**src/hw/mfps_regs.vh**
```
// constants for the multi-function pin select block
// Functional notes
// - port A pins 0-2 select clear gives interrupt inputs 0-2, set gives GPIO.
// - port A pins 3-5 select clear gives interrupt inputs 3-5, set gives GPIO.
// - port A pins 6-7 are GPIO only and also feed test clocks.
// - port B select clear routes even/odd pins to timer 0-3 captures A/B.
// - port C pins 0-3 select set routes to timer 4-5 captures, clear gives GPIO.
// - port C pins 4-7 select set routes to external timer clocks A-D.
// - port D pins 0-3 select clear gives UART0 rx/tx then UART1 rx/tx.
// - port D pins 4-7 select clear gives UART1 modem status inputs.
// - port E pins 0-1 select clear gives UART1 terminal-ready and request-send outputs.
// - port E pins 2-4 select clear gives smart-card data in, data out, clock.
`ifndef MFPS_REGS_VH
`define MFPS_REGS_VH
`define MFPS_SEL_A_ADDR  4'h0
`define MFPS_SEL_B_ADDR  4'h4
`define MFPS_SEL_C_ADDR  4'h8
`define MFPS_SEL_D_ADDR  4'hC
`define MFPS_SEL_E_ADDR  4'h0
`define MFPS_SEL_E_HI    1'b1
`define MFPS_SEL_A_RST   8'h00
`define MFPS_SEL_B_RST   8'h00
`define MFPS_SEL_C_RST   8'h00
`define MFPS_SEL_D_RST   8'h00
`define MFPS_SEL_E_RST   5'h00
`define MFPS_PORT_W      8
`define MFPS_E_W         5
`endif

```
**src/hw/mfps_top.v**
```verilog
// multi-function pin select for ports a to e with wishbone select registers
`timescale 1ns/1ps
`default_nettype none
`include "mfps_regs.vh"
module mfps_top (
    // clock and reset
    input  wire        clk_i,
    input  wire        rst_i,
    // wishbone slave
    input  wire        cyc_i,
    input  wire        stb_i,
    input  wire        we_i,
    input  wire [4:0]  adr_i,
    input  wire [3:0]  sel_i,
    input  wire [31:0] dat_i,
    output reg  [31:0] dat_o,
    output reg         ack_o,
    // gpio block, ports a-e (e bits 0-4)
    input  wire [36:0] gpio_out_i,
    input  wire [36:0] gpio_oe_i,
    output wire [36:0] gpio_in_o,
    // pads
    input  wire [36:0] pad_in_i,
    output wire [36:0] pad_out_o,
    output wire [36:0] pad_oe_o,
    // peripherals
    output wire [5:0]  ext_interrupt_in_o,
    output wire [1:0]  test_clock_o,
    output wire [5:0]  timer_capture_a_o,
    output wire [5:0]  timer_capture_b_o,
    output wire [3:0]  ext_timer_clock_src_o,
    output wire        uart0_receive_o,
    input  wire        uart0_transmit_i,
    output wire        uart1_receive_o,
    input  wire        uart1_transmit_i,
    output wire        uart1_clear_to_send_n_o,
    output wire        uart1_set_ready_n_o,
    output wire        uart1_carrier_detect_n_o,
    output wire        uart1_ring_indicator_n_o,
    input  wire        uart1_terminal_ready_n_i,
    input  wire        uart1_request_send_n_i,
    output wire        smartcard_data_in_o,
    input  wire        smartcard_data_out_i,
    input  wire        smartcard_clock_out_i
);
    reg  [7:0]  port_a_function_select;
    reg  [7:0]  port_b_function_select;
    reg  [7:0]  port_c_function_select;
    reg  [7:0]  port_d_function_select;
    reg  [4:0]  port_e_function_select;
    wire [36:0] sel_periph;
    wire [36:0] periph_is_out;
    wire [36:0] periph_out;
    wire [36:0] periph_in;
    wire        req;
    wire [4:0]  waddr;
    reg  [31:0] next_dat;

    assign req   = cyc_i & stb_i & ~ack_o;
    assign waddr = {adr_i[4:2], 2'b00};

    // one-wait-state slave: ack one cycle after request, dropped next cycle
    always @(posedge clk_i) begin
        if (rst_i) begin
            port_a_function_select <= `MFPS_SEL_A_RST;
            port_b_function_select <= `MFPS_SEL_B_RST;
            port_c_function_select <= `MFPS_SEL_C_RST;
            port_d_function_select <= `MFPS_SEL_D_RST;
            port_e_function_select <= `MFPS_SEL_E_RST;
            ack_o                  <= 1'b0;
            dat_o                  <= 32'h00000000;
        end else begin
            ack_o <= req;
            dat_o <= req ? next_dat : 32'h00000000;
            if (req && we_i && sel_i[0]) begin
                if (waddr == {1'b0, `MFPS_SEL_A_ADDR}) begin
                    port_a_function_select <= dat_i[7:0];
                end else if (waddr == {1'b0, `MFPS_SEL_B_ADDR}) begin
                    port_b_function_select <= dat_i[7:0];
                end else if (waddr == {1'b0, `MFPS_SEL_C_ADDR}) begin
                    port_c_function_select <= dat_i[7:0];
                end else if (waddr == {1'b0, `MFPS_SEL_D_ADDR}) begin
                    port_d_function_select <= dat_i[7:0];
                end else if (waddr == {`MFPS_SEL_E_HI, `MFPS_SEL_E_ADDR}) begin
                    port_e_function_select <= dat_i[4:0];
                end
            end
        end
    end

    // unmapped offsets read zero and ignore writes
    always @* begin
        if (waddr == {1'b0, `MFPS_SEL_A_ADDR}) begin
            next_dat = {24'h000000, port_a_function_select};
        end else if (waddr == {1'b0, `MFPS_SEL_B_ADDR}) begin
            next_dat = {24'h000000, port_b_function_select};
        end else if (waddr == {1'b0, `MFPS_SEL_C_ADDR}) begin
            next_dat = {24'h000000, port_c_function_select};
        end else if (waddr == {1'b0, `MFPS_SEL_D_ADDR}) begin
            next_dat = {24'h000000, port_d_function_select};
        end else if (waddr == {`MFPS_SEL_E_HI, `MFPS_SEL_E_ADDR}) begin
            next_dat = {27'h0000000, port_e_function_select};
        end else begin
            next_dat = 32'h00000000;
        end
    end

    // per-pin peripheral select; port c is active high, a6-a7 never select, all others active low
    assign sel_periph[5:0]   = ~port_a_function_select[5:0];
    assign sel_periph[7:6]   = 2'b00;
    assign sel_periph[15:8]  = ~port_b_function_select;
    assign sel_periph[19:16] = port_c_function_select[3:0];
    assign sel_periph[23:20] = port_c_function_select[7:4];
    assign sel_periph[31:24] = ~port_d_function_select;
    assign sel_periph[36:32] = ~port_e_function_select;

    // only transmit, modem-control outputs and smart-card out/clock drive
    // e4,e3 smart-card out, e2 smart-card in, e1,e0 modem outputs; d3,d1 transmit
    assign periph_is_out = {5'b11011, 8'h0A, 24'h000000};
    assign periph_out    = {smartcard_clock_out_i, smartcard_data_out_i, 1'b0,
                            uart1_request_send_n_i, uart1_terminal_ready_n_i,
                            4'h0, uart1_transmit_i, 1'b0, uart0_transmit_i, 1'b0,
                            24'h000000};

    genvar gi;
    generate
        for (gi = 0; gi < 37; gi = gi + 1) begin : g_pin
            mfps_pin_cell u_cell (
                .sel_periph_i    (sel_periph[gi]),
                .periph_is_out_i (periph_is_out[gi]),
                .periph_out_i    (periph_out[gi]),
                .gpio_oe_i       (gpio_oe_i[gi]),
                .gpio_out_i      (gpio_out_i[gi]),
                .pad_in_i        (pad_in_i[gi]),
                .pad_out_o       (pad_out_o[gi]),
                .pad_oe_o        (pad_oe_o[gi]),
                .periph_in_o     (periph_in[gi]),
                .gpio_in_o       (gpio_in_o[gi])
            );
        end
    endgenerate

    assign ext_interrupt_in_o = periph_in[5:0];
    // test clocks always follow the pads, whatever gpio does
    assign test_clock_o       = pad_in_i[7:6];
    assign timer_capture_a_o  = {periph_in[18], periph_in[16], periph_in[14],
                                 periph_in[12], periph_in[10], periph_in[8]};
    assign timer_capture_b_o  = {periph_in[19], periph_in[17], periph_in[15],
                                 periph_in[13], periph_in[11], periph_in[9]};
    assign ext_timer_clock_src_o    = periph_in[23:20];
    assign uart0_receive_o          = periph_in[24];
    assign uart1_receive_o          = periph_in[26];
    assign uart1_clear_to_send_n_o  = periph_in[28];
    assign uart1_set_ready_n_o      = periph_in[29];
    assign uart1_carrier_detect_n_o = periph_in[30];
    assign uart1_ring_indicator_n_o = periph_in[31];
    assign smartcard_data_in_o      = periph_in[34];
endmodule
`default_nettype wire

```
**src/hw/mfps_pin_cell.v**
```verilog
// one pin of the function multiplexer
`timescale 1ns/1ps
`default_nettype none
module mfps_pin_cell (
    // select
    input  wire sel_periph_i,
    input  wire periph_is_out_i,
    input  wire periph_out_i,
    // gpio
    input  wire gpio_oe_i,
    input  wire gpio_out_i,
    // pad
    input  wire pad_in_i,
    output wire pad_out_o,
    output wire pad_oe_o,
    // returned inputs
    output wire periph_in_o,
    output wire gpio_in_o
);
    // input-only functions never drive the pad
    assign pad_oe_o    = sel_periph_i ? periph_is_out_i : gpio_oe_i;
    assign pad_out_o   = sel_periph_i ? periph_out_i : gpio_out_i;
    // unselected peripheral sees idle high so active-low lines stay inactive
    assign periph_in_o = sel_periph_i ? pad_in_i : 1'b1;
    assign gpio_in_o   = pad_in_i;
endmodule
`default_nettype wire

```
**config.mk**
```make
export PLATFORM = sky130hd
export DESIGN_NAME = mfps_top
export DESIGN_NICKNAME = d
export VERILOG_FILES = /design/src/hw/mfps_top.v /design/src/hw/mfps_pin_cell.v
export VERILOG_INCLUDE_DIRS = /design/src /design/src/hw
export SDC_FILE = /design/constraint.sdc
export NUM_CORES = 1
export LEC_CHECK = 0
export BUFFER_PORTS_ARGS = -buffer_cell sky130_fd_sc_hd__buf_2
export CAP_MARGIN = 15
export CORE_AREA = 2 2 133 135
export CTS_BUF_LIST = sky130_fd_sc_hd__clkbuf_8
export DETAILED_ROUTE_END_ITERATION = 6
export DIE_AREA = 0 0 135 137
export PLACE_DENSITY_LB_ADDON = 0.25
export SYNTH_ARGS = -nofsm -noshare
export SYNTH_HDL_FRONTEND = slang
export SYNTH_HIERARCHICAL = 1
export SYNTH_SLANG_ARGS = --single-unit
```
**constraint.sdc**
```tcl
create_clock -name clk_i -period 1.4 [get_ports clk_i]
set_input_delay 0.07 -clock clk_i [delete_from_list [all_inputs] [get_ports clk_i]]
set_output_delay 0.07 -clock clk_i [all_outputs]
set_load 0.005 [all_outputs]
```
# After elaboration in Yosys (flattened, before gate mapping)

Index checks and enable logic that the tools add are counted.

Add/subtract/negate cells: 0
$mul: 0
Divide/modulo/power cells: 0
$lt $le $gt $ge: 0
Eq/ne operators: 4
Shift-type cells: 0
Muxes and demuxes: 104
Bitwise logic cells: 12
Reduce and logical (&&, ||, !) cells: 10

Operators by type and width:

| cell               | number |
|---|---|
| $mux 1             | 99 |
| $mux 8             | 4 |
| $not 8->8          | 2 |
| $eq 3x2->1 const B | 2 |
| $not 1->1          | 6 |
| $not 6->6          | 1 |
| $reduce_and 6->1   | 1 |
| $reduce_or 6->1    | 1 |
| $logic_not 5->1    | 1 |
| $mux 5             | 1 |
| $not 5->5          | 1 |
| $reduce_and 5->1   | 1 |
| $reduce_and 4->1   | 1 |
| $eq 3x1->1 const B | 1 |
| $eq 3x3->1 const B | 1 |
| $reduce_and 3->1   | 1 |
| $and 1x1->1        | 2 |
| $logic_and 1x1->1  | 2 |
| $reduce_and 2->1   | 1 |
| $reduce_or 2->1    | 1 |

Flip-flop bits (word level): 70
Bits in latches: 0
Memory bits (writable): 0
Bits in read-only memories: 0
Input port bits: 163
Output and inout bits: 175
Memories: 0

# Depth between registers and ports, before layout

Gate-level depths: netlist (run 1).

Word-level depth: 6
Gate-level depth with buffers: 5

# Hierarchy

Netlist (run 1), hierarchy kept.

By module, submodules not included:

| module        | times used | cells an instance | area each (um^2) | sequential area each (um^2) |
|---|---|---|---|---|
| mfps_top      | 1          | 279               | 2595.0           | 920.9 |
| mfps_pin_cell | 37         | 4                 | 36.3             | 0.0 |

# Worst setup path before layout (run 1)

OpenSTA, ideal clock, no wires.

Path type: register to register
Start: register ack_o
End: register port_e_function_select[4]
Setup time: 0.072 ns
Data arrival time: 1.161 ns
Data required time: 1.328 ns
Path slack: 0.167 ns
Stages on the path, launching flop included: 6
Path buffers: 2
Period minus slack after synthesis: 1.233 ns
Cells stage by stage: dfxtp_1 and4b_1 buf_6 and4b_1 buf_6 mux2i_1

Word-level cells in the longest chain between the ends: 5

RTL lines:

| element                           | RTL line      | source |
|---|---|---|
| start, declared                   | mfps_top.v:17 | `output reg ack_o,` |
| start signal, assigned            | mfps_top.v:73 | `ack_o <= req;` |
| $not 1->1                         | mfps_top.v:59 | `assign req = cyc_i & stb_i & ~ack_o;` |
| $and 1x1->1                       | mfps_top.v:59 |  |
| $logic_and 1x1->1 (2 in a row)    | mfps_top.v:75 | `if (req && we_i && sel_i[0]) begin` |
| $reduce_and 6->1 (no source line) | --            |  |
| end signal, assigned              | mfps_top.v:69 | `` port_e_function_select <= `MFPS_SEL_E_RST; `` |
| end signal, assigned              | mfps_top.v:85 | `port_e_function_select <= dat_i[4:0];` |
| end, declared                     | mfps_top.v:50 | `reg [4:0] port_e_function_select;` |

Every way passes these cells.
A chain may end at the register's enable or synchronous reset.

# Worst setup path in the final report (run 1)

Ends and elaborated chain as after synthesis.

==> results of run 1 <==
==> cells in the final DEF (no fill, tap or decap) <==
master,n
sky130_fd_sc_hd__and3_1,4
sky130_fd_sc_hd__nand2b_1,76
sky130_fd_sc_hd__or2_1,1
sky130_fd_sc_hd__buf_4,11
sky130_fd_sc_hd__mux2i_1,47
sky130_fd_sc_hd__o221a_2,1
sky130_fd_sc_hd__nor2_1,6
sky130_fd_sc_hd__inv_1,28
sky130_fd_sc_hd__buf_2,266
sky130_fd_sc_hd__and4bb_1,1
sky130_fd_sc_hd__nor2_2,1
sky130_fd_sc_hd__nand3_2,1
sky130_fd_sc_hd__clkbuf_8,5
sky130_fd_sc_hd__nand3_4,1
sky130_fd_sc_hd__a21oi_1,6
sky130_fd_sc_hd__dfxtp_1,46
sky130_fd_sc_hd__o31a_1,8
sky130_fd_sc_hd__o211ai_1,1
sky130_fd_sc_hd__mux2_2,74
sky130_fd_sc_hd__conb_1,96
sky130_fd_sc_hd__nand4_4,2
sky130_fd_sc_hd__nor3_1,4
sky130_fd_sc_hd__inv_2,1
sky130_fd_sc_hd__nand2_1,6
sky130_fd_sc_hd__and2b_4,1
sky130_fd_sc_hd__and4b_1,2
sky130_fd_sc_hd__and2b_1,2
==> cell type report <==
type                            count  share of cell area
Clock buffer                        5              0.0130
Clock inverter                      2             0.00142
Inverter                           27              0.0192
Multi-Input combinational cell    341               0.471
Sequential cell                    46               0.174
Tap cell                          225              0.0533
Timing Repair Buffer              277               0.268
==> state kept, by name, summed over array words and instances, names as in the netlist <==
| signal | cells |
|---|---|
| ack_o | 1 |
| port_e_function_select | 5 |
| dat_o | 8 |
| port_c_function_select | 8 |
| port_b_function_select | 8 |
| port_a_function_select | 8 |
| port_d_function_select | 8 |
==> stage by stage <==
step,area [um^2],TNS (ps)
final,5280,0
after global routing,5280,-7.62
after CTS,5280,0
after detailed placement,5210,0
after global placement,5210,0
after floorplan,4240,0
==> tightest hold or removal path: cells and delay by family <==
kind,cells,cell delay (ps)
multiplexers,1,130
AND/OR/NAND/NOR,1,100
buffers and inverters,1,80
==> worst paths after layout <==
| path | to |
|---|---|
| setup / recovery | port_e_function_select[4] |
| hold / removal | port_b_function_select[5] |
| setup reg to reg | port_e_function_select[4] |
| hold reg to reg | port_e_function_select[2] |
==> layer usage <==
layer  GRT usage  share of wire  up-vias
met4      0.0237         0.0098        4
met3      0.0241          0.073       14
met5           0         0.0028        -
met1       0.123           0.40     1557
li1            -              -     1777
met2       0.203           0.51      159
==> power by group through the flow <==
stage               logic [mW]  registers, mW  clock network (mW)
floorplan                0.490           1.35                   0
global placement         0.739           1.35                   0
detailed placement       0.741           1.35                   0
CTS                      0.745           1.32               0.795
global route             0.822           1.32               0.845
finish                   0.734           1.32               0.772
==> repair_timing <==
action | 4_1_cts | 5_1_grt
setup endpoints to repair | 0 | 14
resized for setup | 0 | 1
setup buffers | 0 | 0
==> impl_metrics.xml, run 1 <==
<?xml version="1.0" encoding="UTF-8"?>
<metrics>
  <group name="floorplanning">
    <metric name="io_pins" unit="">338</metric>
    <metric name="chipWidth" unit="um">135</metric>
    <metric name="die_area" unit="um^2">18500</metric>
    <metric name="start_util" unit="">0.228</metric>
    <metric name="floorplan.core_area" unit="um^2">17100</metric>
    <metric name="die-height" unit="um">137</metric>
    <metric name="placement_rows" unit="">48</metric>
  </group>
  <group name="layout">
    <metric name="fillCellCount" unit="">1867</metric>
    <metric name="syn_to_final_growth" unit="%">35.9</metric>
    <metric name="fin_cells" unit="">923</metric>
    <metric name="multiInputGateArea" unit="um^2">2490</metric>
    <metric name="regArea" unit="um^2">921</metric>
    <metric name="drive_gt1_frac" unit="">0.521</metric>
    <metric name="num_antenna_cells" unit="">0</metric>
    <metric name="util_after_layout" unit="">0.310</metric>
    <metric name="finalNetCount" unit="">861</metric>
  </group>
  <group name="worst_setup_path">
    <metric name="critical-path-top-cell-by-count" unit="">sky130_fd_sc_hd__and4b_1</metric>
    <metric name="critical_path_peak_fanout" unit="">5</metric>
    <metric name="critical_path_arrival" unit="ps">1540</metric>
    <metric name="timing_worst_setup_path_type" unit="">flip-flop to flip-flop</metric>
    <metric name="timing.critical_path.cells" unit="">and4b_1, and4b_1, mux2i_1</metric>
    <metric name="critical-path-max-stage-delay" unit="ps">410</metric>
    <metric name="r2r_start" unit="">ack_o</metric>
    <metric name="timing.critical_path.from_type" unit="">flip-flop</metric>
    <metric name="reg2reg_depth" unit="">3</metric>
    <metric name="critical-path-slowest-cell" unit="">sky130_fd_sc_hd__and4b_1</metric>
    <metric name="setup.worst_path.end_class" unit="">flip-flop</metric>
    <metric name="critical_path.startpoint" unit="">ack_o</metric>
    <metric name="cp_num_cells" unit="">3</metric>
    <metric name="timing.reg2reg.setup_slack" unit="ps">90</metric>
    <metric name="critical_path.n_buffers_inverters" unit="">0</metric>
    <metric name="worst_path_dominant_cell_family" unit="">simple AND/OR/NAND/NOR gates</metric>
    <metric name="critPathRequiredTime" unit="ps">1620</metric>
  </group>
  <group name="clocking">
    <metric name="worstSkewPairLatency" unit="ps">300</metric>
    <metric name="clk_pin_slew" unit="ps">80</metric>
    <metric name="cts_tree" unit="">done</metric>
    <metric name="cts.sink_count" unit="">46</metric>
    <metric name="cts_buffers" unit="">5</metric>
    <metric name="max-clock-path-buffers" unit="">2</metric>
    <metric name="cts_max_level" unit="">2</metric>
    <metric name="post_cts_hold_buffer_count" unit="">0</metric>
    <metric name="root_buffer" unit="">sky130_fd_sc_hd__clkbuf_8</metric>
  </group>
  <group name="min_path">
    <metric name="hold_path_depth" unit="">3</metric>
    <metric name="hold_class" unit="">input port to flip-flop</metric>
    <metric name="worstHoldStart" unit="">dat_i[5]</metric>
  </group>
  <group name="power">
    <metric name="power.clock.fraction" unit="">0.273</metric>
    <metric name="power.density_cell_area" unit="nW/um^2">535</metric>
    <metric name="portion_of_total_power_attributed_to_combinational_logic" unit="">0.260</metric>
    <metric name="power.ir.vdd_worst" unit="mV">0.297</metric>
    <metric name="power.net_switching" unit="mW">0.760</metric>
    <metric name="p_int" unit="mW">2.07</metric>
    <metric name="design_power_total" unit="mW">2.83</metric>
    <metric name="netSwitchingFraction" unit="">0.269</metric>
    <metric name="sequentialPowerShare" unit="">0.467</metric>
    <metric name="power.leakage" unit="nW">2.77</metric>
  </group>
  <group name="global_routing">
    <metric name="global_route.usage.total" unit="">0.107</metric>
    <metric name="overflow_left_after_global_routing" unit="">0</metric>
    <metric name="wire_length_of_the_first_global_routing_pass" unit="um">15500</metric>
    <metric name="pin_count_of_the_biggest_net_entering_global_routing" unit="">25</metric>
    <metric name="first_global_vias" unit="">3099</metric>
    <metric name="antenna_violations_before_repair" unit="">2</metric>
  </group>
  <group name="logic_synthesis">
    <metric name="synth.yosys.warnings" unit="">6</metric>
    <metric name="mappedNetlistArea" unit="um^2">3890</metric>
    <metric name="post_synth.cell_area_avg" unit="um^2">9.28</metric>
    <metric name="syn-instance-count" unit="">419</metric>
  </group>
  <group name="timing">
    <metric name="finalSetupViolCount" unit="">0</metric>
    <metric name="fin_clk_skew" unit="ps">6.63</metric>
    <metric name="min_period_over_period" unit="">0.939</metric>
    <metric name="grt_setup_unrepaired" unit="">true</metric>
    <metric name="finalWorstSetupSlack" unit="ps">85.5</metric>
    <metric name="finalWorstPathRequiredPeriod" unit="ps">1310</metric>
    <metric name="fmaxAchievable" unit="GHz">0.761</metric>
    <metric name="hold_violations" unit="">0</metric>
    <metric name="fin_worst_hold_slack" unit="ps">122</metric>
    <metric name="timing_max_transition_violations_final" unit="">0</metric>
  </group>
  <group name="route">
    <metric name="vias" unit="">3511</metric>
    <metric name="vias_per_cell" unit="">3.80</metric>
    <metric name="drc" unit="">0</metric>
    <metric name="dr.pass1.iters" unit="">4</metric>
    <metric name="first_drt_iteration_drcs" unit="">66</metric>
    <metric name="mean_routed_wirelength_per_cell" unit="um">11.7</metric>
    <metric name="number_of_nets_with_antenna_violations_after_detailed_routing" unit="">0</metric>
    <metric name="routed_wl" unit="um">10800</metric>
  </group>
  <group name="place">
    <metric name="place.detailed.hpwl" unit="um">9190</metric>
    <metric name="io_buffer_count" unit="">266</metric>
    <metric name="globalplace.congestion" unit="">0.721</metric>
    <metric name="pre_cts_ws" unit="ps">85.5</metric>
    <metric name="placed_cells_incl_taps" unit="">916</metric>
  </group>
  <group name="job">
    <metric name="maxCapViolations" unit="">0</metric>
  </group>
  <group name="outcome">
    <metric name="run_status" unit="">completed</metric>
  </group>
</metrics>
Power figures use the tool's default switching activity.
==> inputs of run 2 (changes only) <==
--- a/config.mk
+++ b/config.mk
@@ -15,5 +15,4 @@
 export PLACE_DENSITY_LB_ADDON = 0.25
 export SYNTH_ARGS = -nofsm -noshare
 export SYNTH_HDL_FRONTEND = slang
-export SYNTH_HIERARCHICAL = 1
 export SYNTH_SLANG_ARGS = --single-unit
==> impl_metrics.xml, run 2 <==
<?xml version="1.0" encoding="UTF-8"?>
<metrics>
  <group name="floorplanning">
    <metric name="placement_rows" unit="">48</metric>
    <metric name="floorplan.core_area" unit="um^2">17100</metric>
    <metric name="die-height" unit="um">137</metric>
    <metric name="io_pins" unit="">338</metric>
    <metric name="chipWidth" unit="um">135</metric>
    <metric name="die_area" unit="um^2">18500</metric>
    <metric name="start_util" unit="">0.230</metric>
  </group>
  <group name="power">
    <metric name="power.net_switching" unit="mW">0.732</metric>
    <metric name="power.ir.vdd_worst" unit="mV">0.274</metric>
    <metric name="p_int" unit="mW">1.98</metric>
    <metric name="power.clock.fraction" unit="">0.311</metric>
    <metric name="sequentialPowerShare" unit="">0.487</metric>
    <metric name="portion_of_total_power_attributed_to_combinational_logic" unit="">0.202</metric>
    <metric name="netSwitchingFraction" unit="">0.270</metric>
    <metric name="power.leakage" unit="nW">2.53</metric>
    <metric name="power.density_cell_area" unit="nW/um^2">583</metric>
  </group>
  <group name="timing">
    <metric name="timing.slew.headroom" unit="">0.500</metric>
    <metric name="finalWorstPathRequiredPeriod" unit="ps">1390</metric>
    <metric name="fmaxAchievable" unit="GHz">0.718</metric>
    <metric name="hold_violations" unit="">0</metric>
    <metric name="fin_clk_skew" unit="ps">3.76</metric>
    <metric name="min_period_over_period" unit="">0.995</metric>
    <metric name="worstMarginPinSlew" unit="ps">744</metric>
    <metric name="timing_max_transition_violations_final" unit="">0</metric>
    <metric name="finalSetupViolCount" unit="">0</metric>
    <metric name="grt_setup_unrepaired" unit="">true</metric>
    <metric name="finalWorstSetupSlack" unit="ps">7.62</metric>
  </group>
  <group name="global_routing">
    <metric name="antenna_violations_before_repair" unit="">0</metric>
    <metric name="first_global_vias" unit="">2907</metric>
    <metric name="overflow_left_after_global_routing" unit="">0</metric>
    <metric name="pin_count_of_the_biggest_net_entering_global_routing" unit="">27</metric>
    <metric name="global_route.usage.total" unit="">0.106</metric>
    <metric name="wire_length_of_the_first_global_routing_pass" unit="um">14900</metric>
  </group>
  <group name="logic_synthesis">
    <metric name="synthMostInstantiatedCell" unit="">sky130_fd_sc_hd__buf_4</metric>
    <metric name="synth.yosys.warnings" unit="">0</metric>
    <metric name="ys_async_sr_fraction" unit="">0</metric>
    <metric name="edff_count_synth" unit="">0</metric>
    <metric name="top_reg_cell_synth" unit="">sky130_fd_sc_hd__dfxtp_1</metric>
    <metric name="yosysTopAreaCell" unit="">sky130_fd_sc_hd__buf_4</metric>
    <metric name="mappedNetlistArea" unit="um^2">3920</metric>
    <metric name="synth.lib_cells_used.distinct" unit="">26</metric>
    <metric name="synth-seq-cells" unit="">46</metric>
    <metric name="largest_family_of_logic_cells_by_synthesized_area" unit="">buffers and inverters</metric>
    <metric name="ys_top_cells_by_area" unit="">sky130_fd_sc_hd__buf_4 (31%), sky130_fd_sc_hd__dfxtp_1 (23%), sky130_fd_sc_hd__mux2i_1 (11%), sky130_fd_sc_hd__nand2b_1 (9.6%), sky130_fd_sc_hd__and2_1 (7.2%)</metric>
    <metric name="post_synth.cell_area_avg" unit="um^2">8.77</metric>
    <metric name="synth_top_cell_area_share" unit="">0.308</metric>
    <metric name="synth-seq-area-share" unit="">0.235</metric>
    <metric name="synth_adder_area_share" unit="">0</metric>
    <metric name="synth_xor_area_frac" unit="">0</metric>
    <metric name="yosys.area_share.simple" unit="">0.277</metric>
    <metric name="synth_compound_gate_area_share" unit="">0.0239</metric>
    <metric name="yosys-top-cells-count" unit="">sky130_fd_sc_hd__buf_4 (161), sky130_fd_sc_hd__nand2b_1 (60), sky130_fd_sc_hd__dfxtp_1 (46)</metric>
    <metric name="muxShareOfSynthArea" unit="">0.142</metric>
    <metric name="syn-instance-count" unit="">447</metric>
  </group>
  <group name="layout">
    <metric name="multiInputGateArea" unit="um^2">1850</metric>
    <metric name="fin_cells" unit="">814</metric>
    <metric name="num_antenna_cells" unit="">0</metric>
    <metric name="mostFrequentLayoutCell" unit="">sky130_fd_sc_hd__buf_2</metric>
    <metric name="post-route-cell-area" unit="um^2">4650</metric>
    <metric name="mostFrequentLayoutCells" unit="">sky130_fd_sc_hd__buf_2 (258), sky130_fd_sc_hd__nand2b_1 (60), sky130_fd_sc_hd__and2_1 (45), sky130_fd_sc_hd__dfxtp_1 (45), sky130_fd_sc_hd__mux2i_1 (42)</metric>
    <metric name="fillCellCount" unit="">1847</metric>
    <metric name="util_after_layout" unit="">0.273</metric>
    <metric name="drive_gt1_frac" unit="">0.569</metric>
    <metric name="finalNetCount" unit="">751</metric>
    <metric name="regArea" unit="um^2">922</metric>
    <metric name="syn_to_final_growth" unit="%">18.7</metric>
  </group>
  <group name="route">
    <metric name="dr.pass1.iters" unit="">4</metric>
    <metric name="vias_per_cell" unit="">3.89</metric>
    <metric name="mean_routed_wirelength_per_cell" unit="um">13.4</metric>
    <metric name="first_drt_iteration_drcs" unit="">61</metric>
    <metric name="drc" unit="">0</metric>
    <metric name="routed_wl" unit="um">10900</metric>
    <metric name="number_of_nets_with_antenna_violations_after_detailed_routing" unit="">0</metric>
    <metric name="vias" unit="">3164</metric>
  </group>
  <group name="clocking">
    <metric name="max-clock-path-buffers" unit="">2</metric>
    <metric name="cts_tree" unit="">done</metric>
    <metric name="cts_max_level" unit="">2</metric>
    <metric name="cts.sink_count" unit="">46</metric>
    <metric name="worstSkewPairLatency" unit="ps">300</metric>
    <metric name="post_cts_hold_buffer_count" unit="">0</metric>
    <metric name="cts_buffers" unit="">5</metric>
    <metric name="root_buffer" unit="">sky130_fd_sc_hd__clkbuf_8</metric>
    <metric name="clk_pin_slew" unit="ps">90</metric>
  </group>
  <group name="place">
    <metric name="globalplace.congestion" unit="">0.789</metric>
    <metric name="place.detailed.hpwl" unit="um">9050</metric>
    <metric name="pre_cts_ws" unit="ps">-43.5</metric>
    <metric name="placed_cells_incl_taps" unit="">804</metric>
    <metric name="post_dp_cell_area" unit="um^2">4520</metric>
    <metric name="io_buffer_count" unit="">258</metric>
  </group>
  <group name="min_path">
    <metric name="hold_class" unit="">input port to flip-flop</metric>
  </group>
  <group name="worst_setup_path">
    <metric name="r2r_start" unit="">ack_o</metric>
    <metric name="critPathRequiredTime" unit="ps">1580</metric>
    <metric name="critical_path.startpoint" unit="">ack_o</metric>
    <metric name="timing.rr.end" unit="">port_b_function_select[2]</metric>
    <metric name="critical_path.n_buffers_inverters" unit="">1</metric>
    <metric name="critical-path-max-stage-delay" unit="ps">400</metric>
    <metric name="critical-path-slowest-cell" unit="">sky130_fd_sc_hd__or3b_4</metric>
    <metric name="timing.critical_path.cells" unit="">and4b_1, or3b_4, buf_6, mux2i_1</metric>
    <metric name="critical_path_peak_fanout" unit="">6</metric>
    <metric name="cp_num_cells" unit="">4</metric>
    <metric name="timing.critical_path.from_type" unit="">flip-flop</metric>
    <metric name="setup.worst_path.end_class" unit="">flip-flop</metric>
    <metric name="timing.reg2reg.setup_slack" unit="ps">8</metric>
    <metric name="worst_path_dominant_cell_family" unit="">simple AND/OR/NAND/NOR gates</metric>
    <metric name="critical_path_arrival" unit="ps">1580</metric>
    <metric name="crit_end" unit="">port_b_function_select[2]</metric>
    <metric name="timing_worst_setup_path_type" unit="">flip-flop to flip-flop</metric>
    <metric name="reg2reg_depth" unit="">4</metric>
  </group>
  <group name="outcome">
    <metric name="run_status" unit="">completed</metric>
  </group>
  <group name="job">
    <metric name="maxCapViolations" unit="">0</metric>
  </group>
</metrics>
run 2: tightest hold or removal path: cells and delay by family:
kind / cells / cell delay [ps]
buf+inv: 1 / 80
mux: 1 / 130
simple gates: 1 / 100
run 2: kinds of logic (layout without fill, tap and decap cells):
| group | Yosys count | after routing |
|---|---|---|
| buf+inv | 172 | 291 |
| simple gates | 167 | 167 |
| mux | 51 | 51 |
| flops | 46 | 46 |
| compound gates | 10 | 10 |
| other cells | 1 | 24 |
run 2: metrics by stage:
| stage | hold slack (ps) | setup TNS (ps) | total power, mW |
|---|---|---|---|
| global route | 132 | -191 | 2.83 |
| floorplan | 221 | 0 | 1.77 |
| finish | 110 | 0 | 2.71 |
| CTS | 107 | 0 | 2.75 |
| global placement | 140 | 0 | 1.89 |
| detailed placement | 140 | -170 | 1.90 |
run 2: power groups by stage:
stage	clock [mW]	combinational [mW]	sequential, mW
floorplan	0	0.423	1.35
CTS	0.877	0.550	1.32
detailed placement	0	0.547	1.35
global route	0.907	0.604	1.32
global placement	0	0.539	1.35
finish	0.844	0.549	1.32
run 2: timing repair:
action | in CTS | in global routing
hold endpoints to repair | 0 | 0
endpoints found under the setup margin | 6 | 20
setup buffers | 1 | 1
gates resized for setup | 2 | 4
run 2: worst min path at each step:
stage                 startpoint                        end  slack, ps  cells after the start
detailed placement  gpio_oe_i[6]                pad_oe_o[6]        140                      0
global placement    gpio_oe_i[6]                pad_oe_o[6]        140                      0
CTS                     dat_i[6]  port_c_function_select[6]        110                      3
global route               stb_i  port_d_function_select[5]        130                      3
finish                  dat_i[6]  port_c_function_select[6]        110                      3
floorplan            pad_in_i[0]               gpio_in_o[0]        220                      1
run 2: cell type report:
class                      count  area share
tap                          225      0.0605
clock inverter                 3     0.00457
multi-input combinational    252       0.397
sequential                    46       0.198
timing repair buffer         283       0.325
clock buffer                   5      0.0148
run 2: metal layers:
layer / share of wire / up-vias / GRT usage
li1: - / 1543 / -
met1: 0.40 / 1436 / 0.119
met2: 0.52 / 172 / 0.207
met3: 0.069 / 13 / 0.0148
met4: 0.013 / 0 / 0.0284
met5: 0 / - / 0
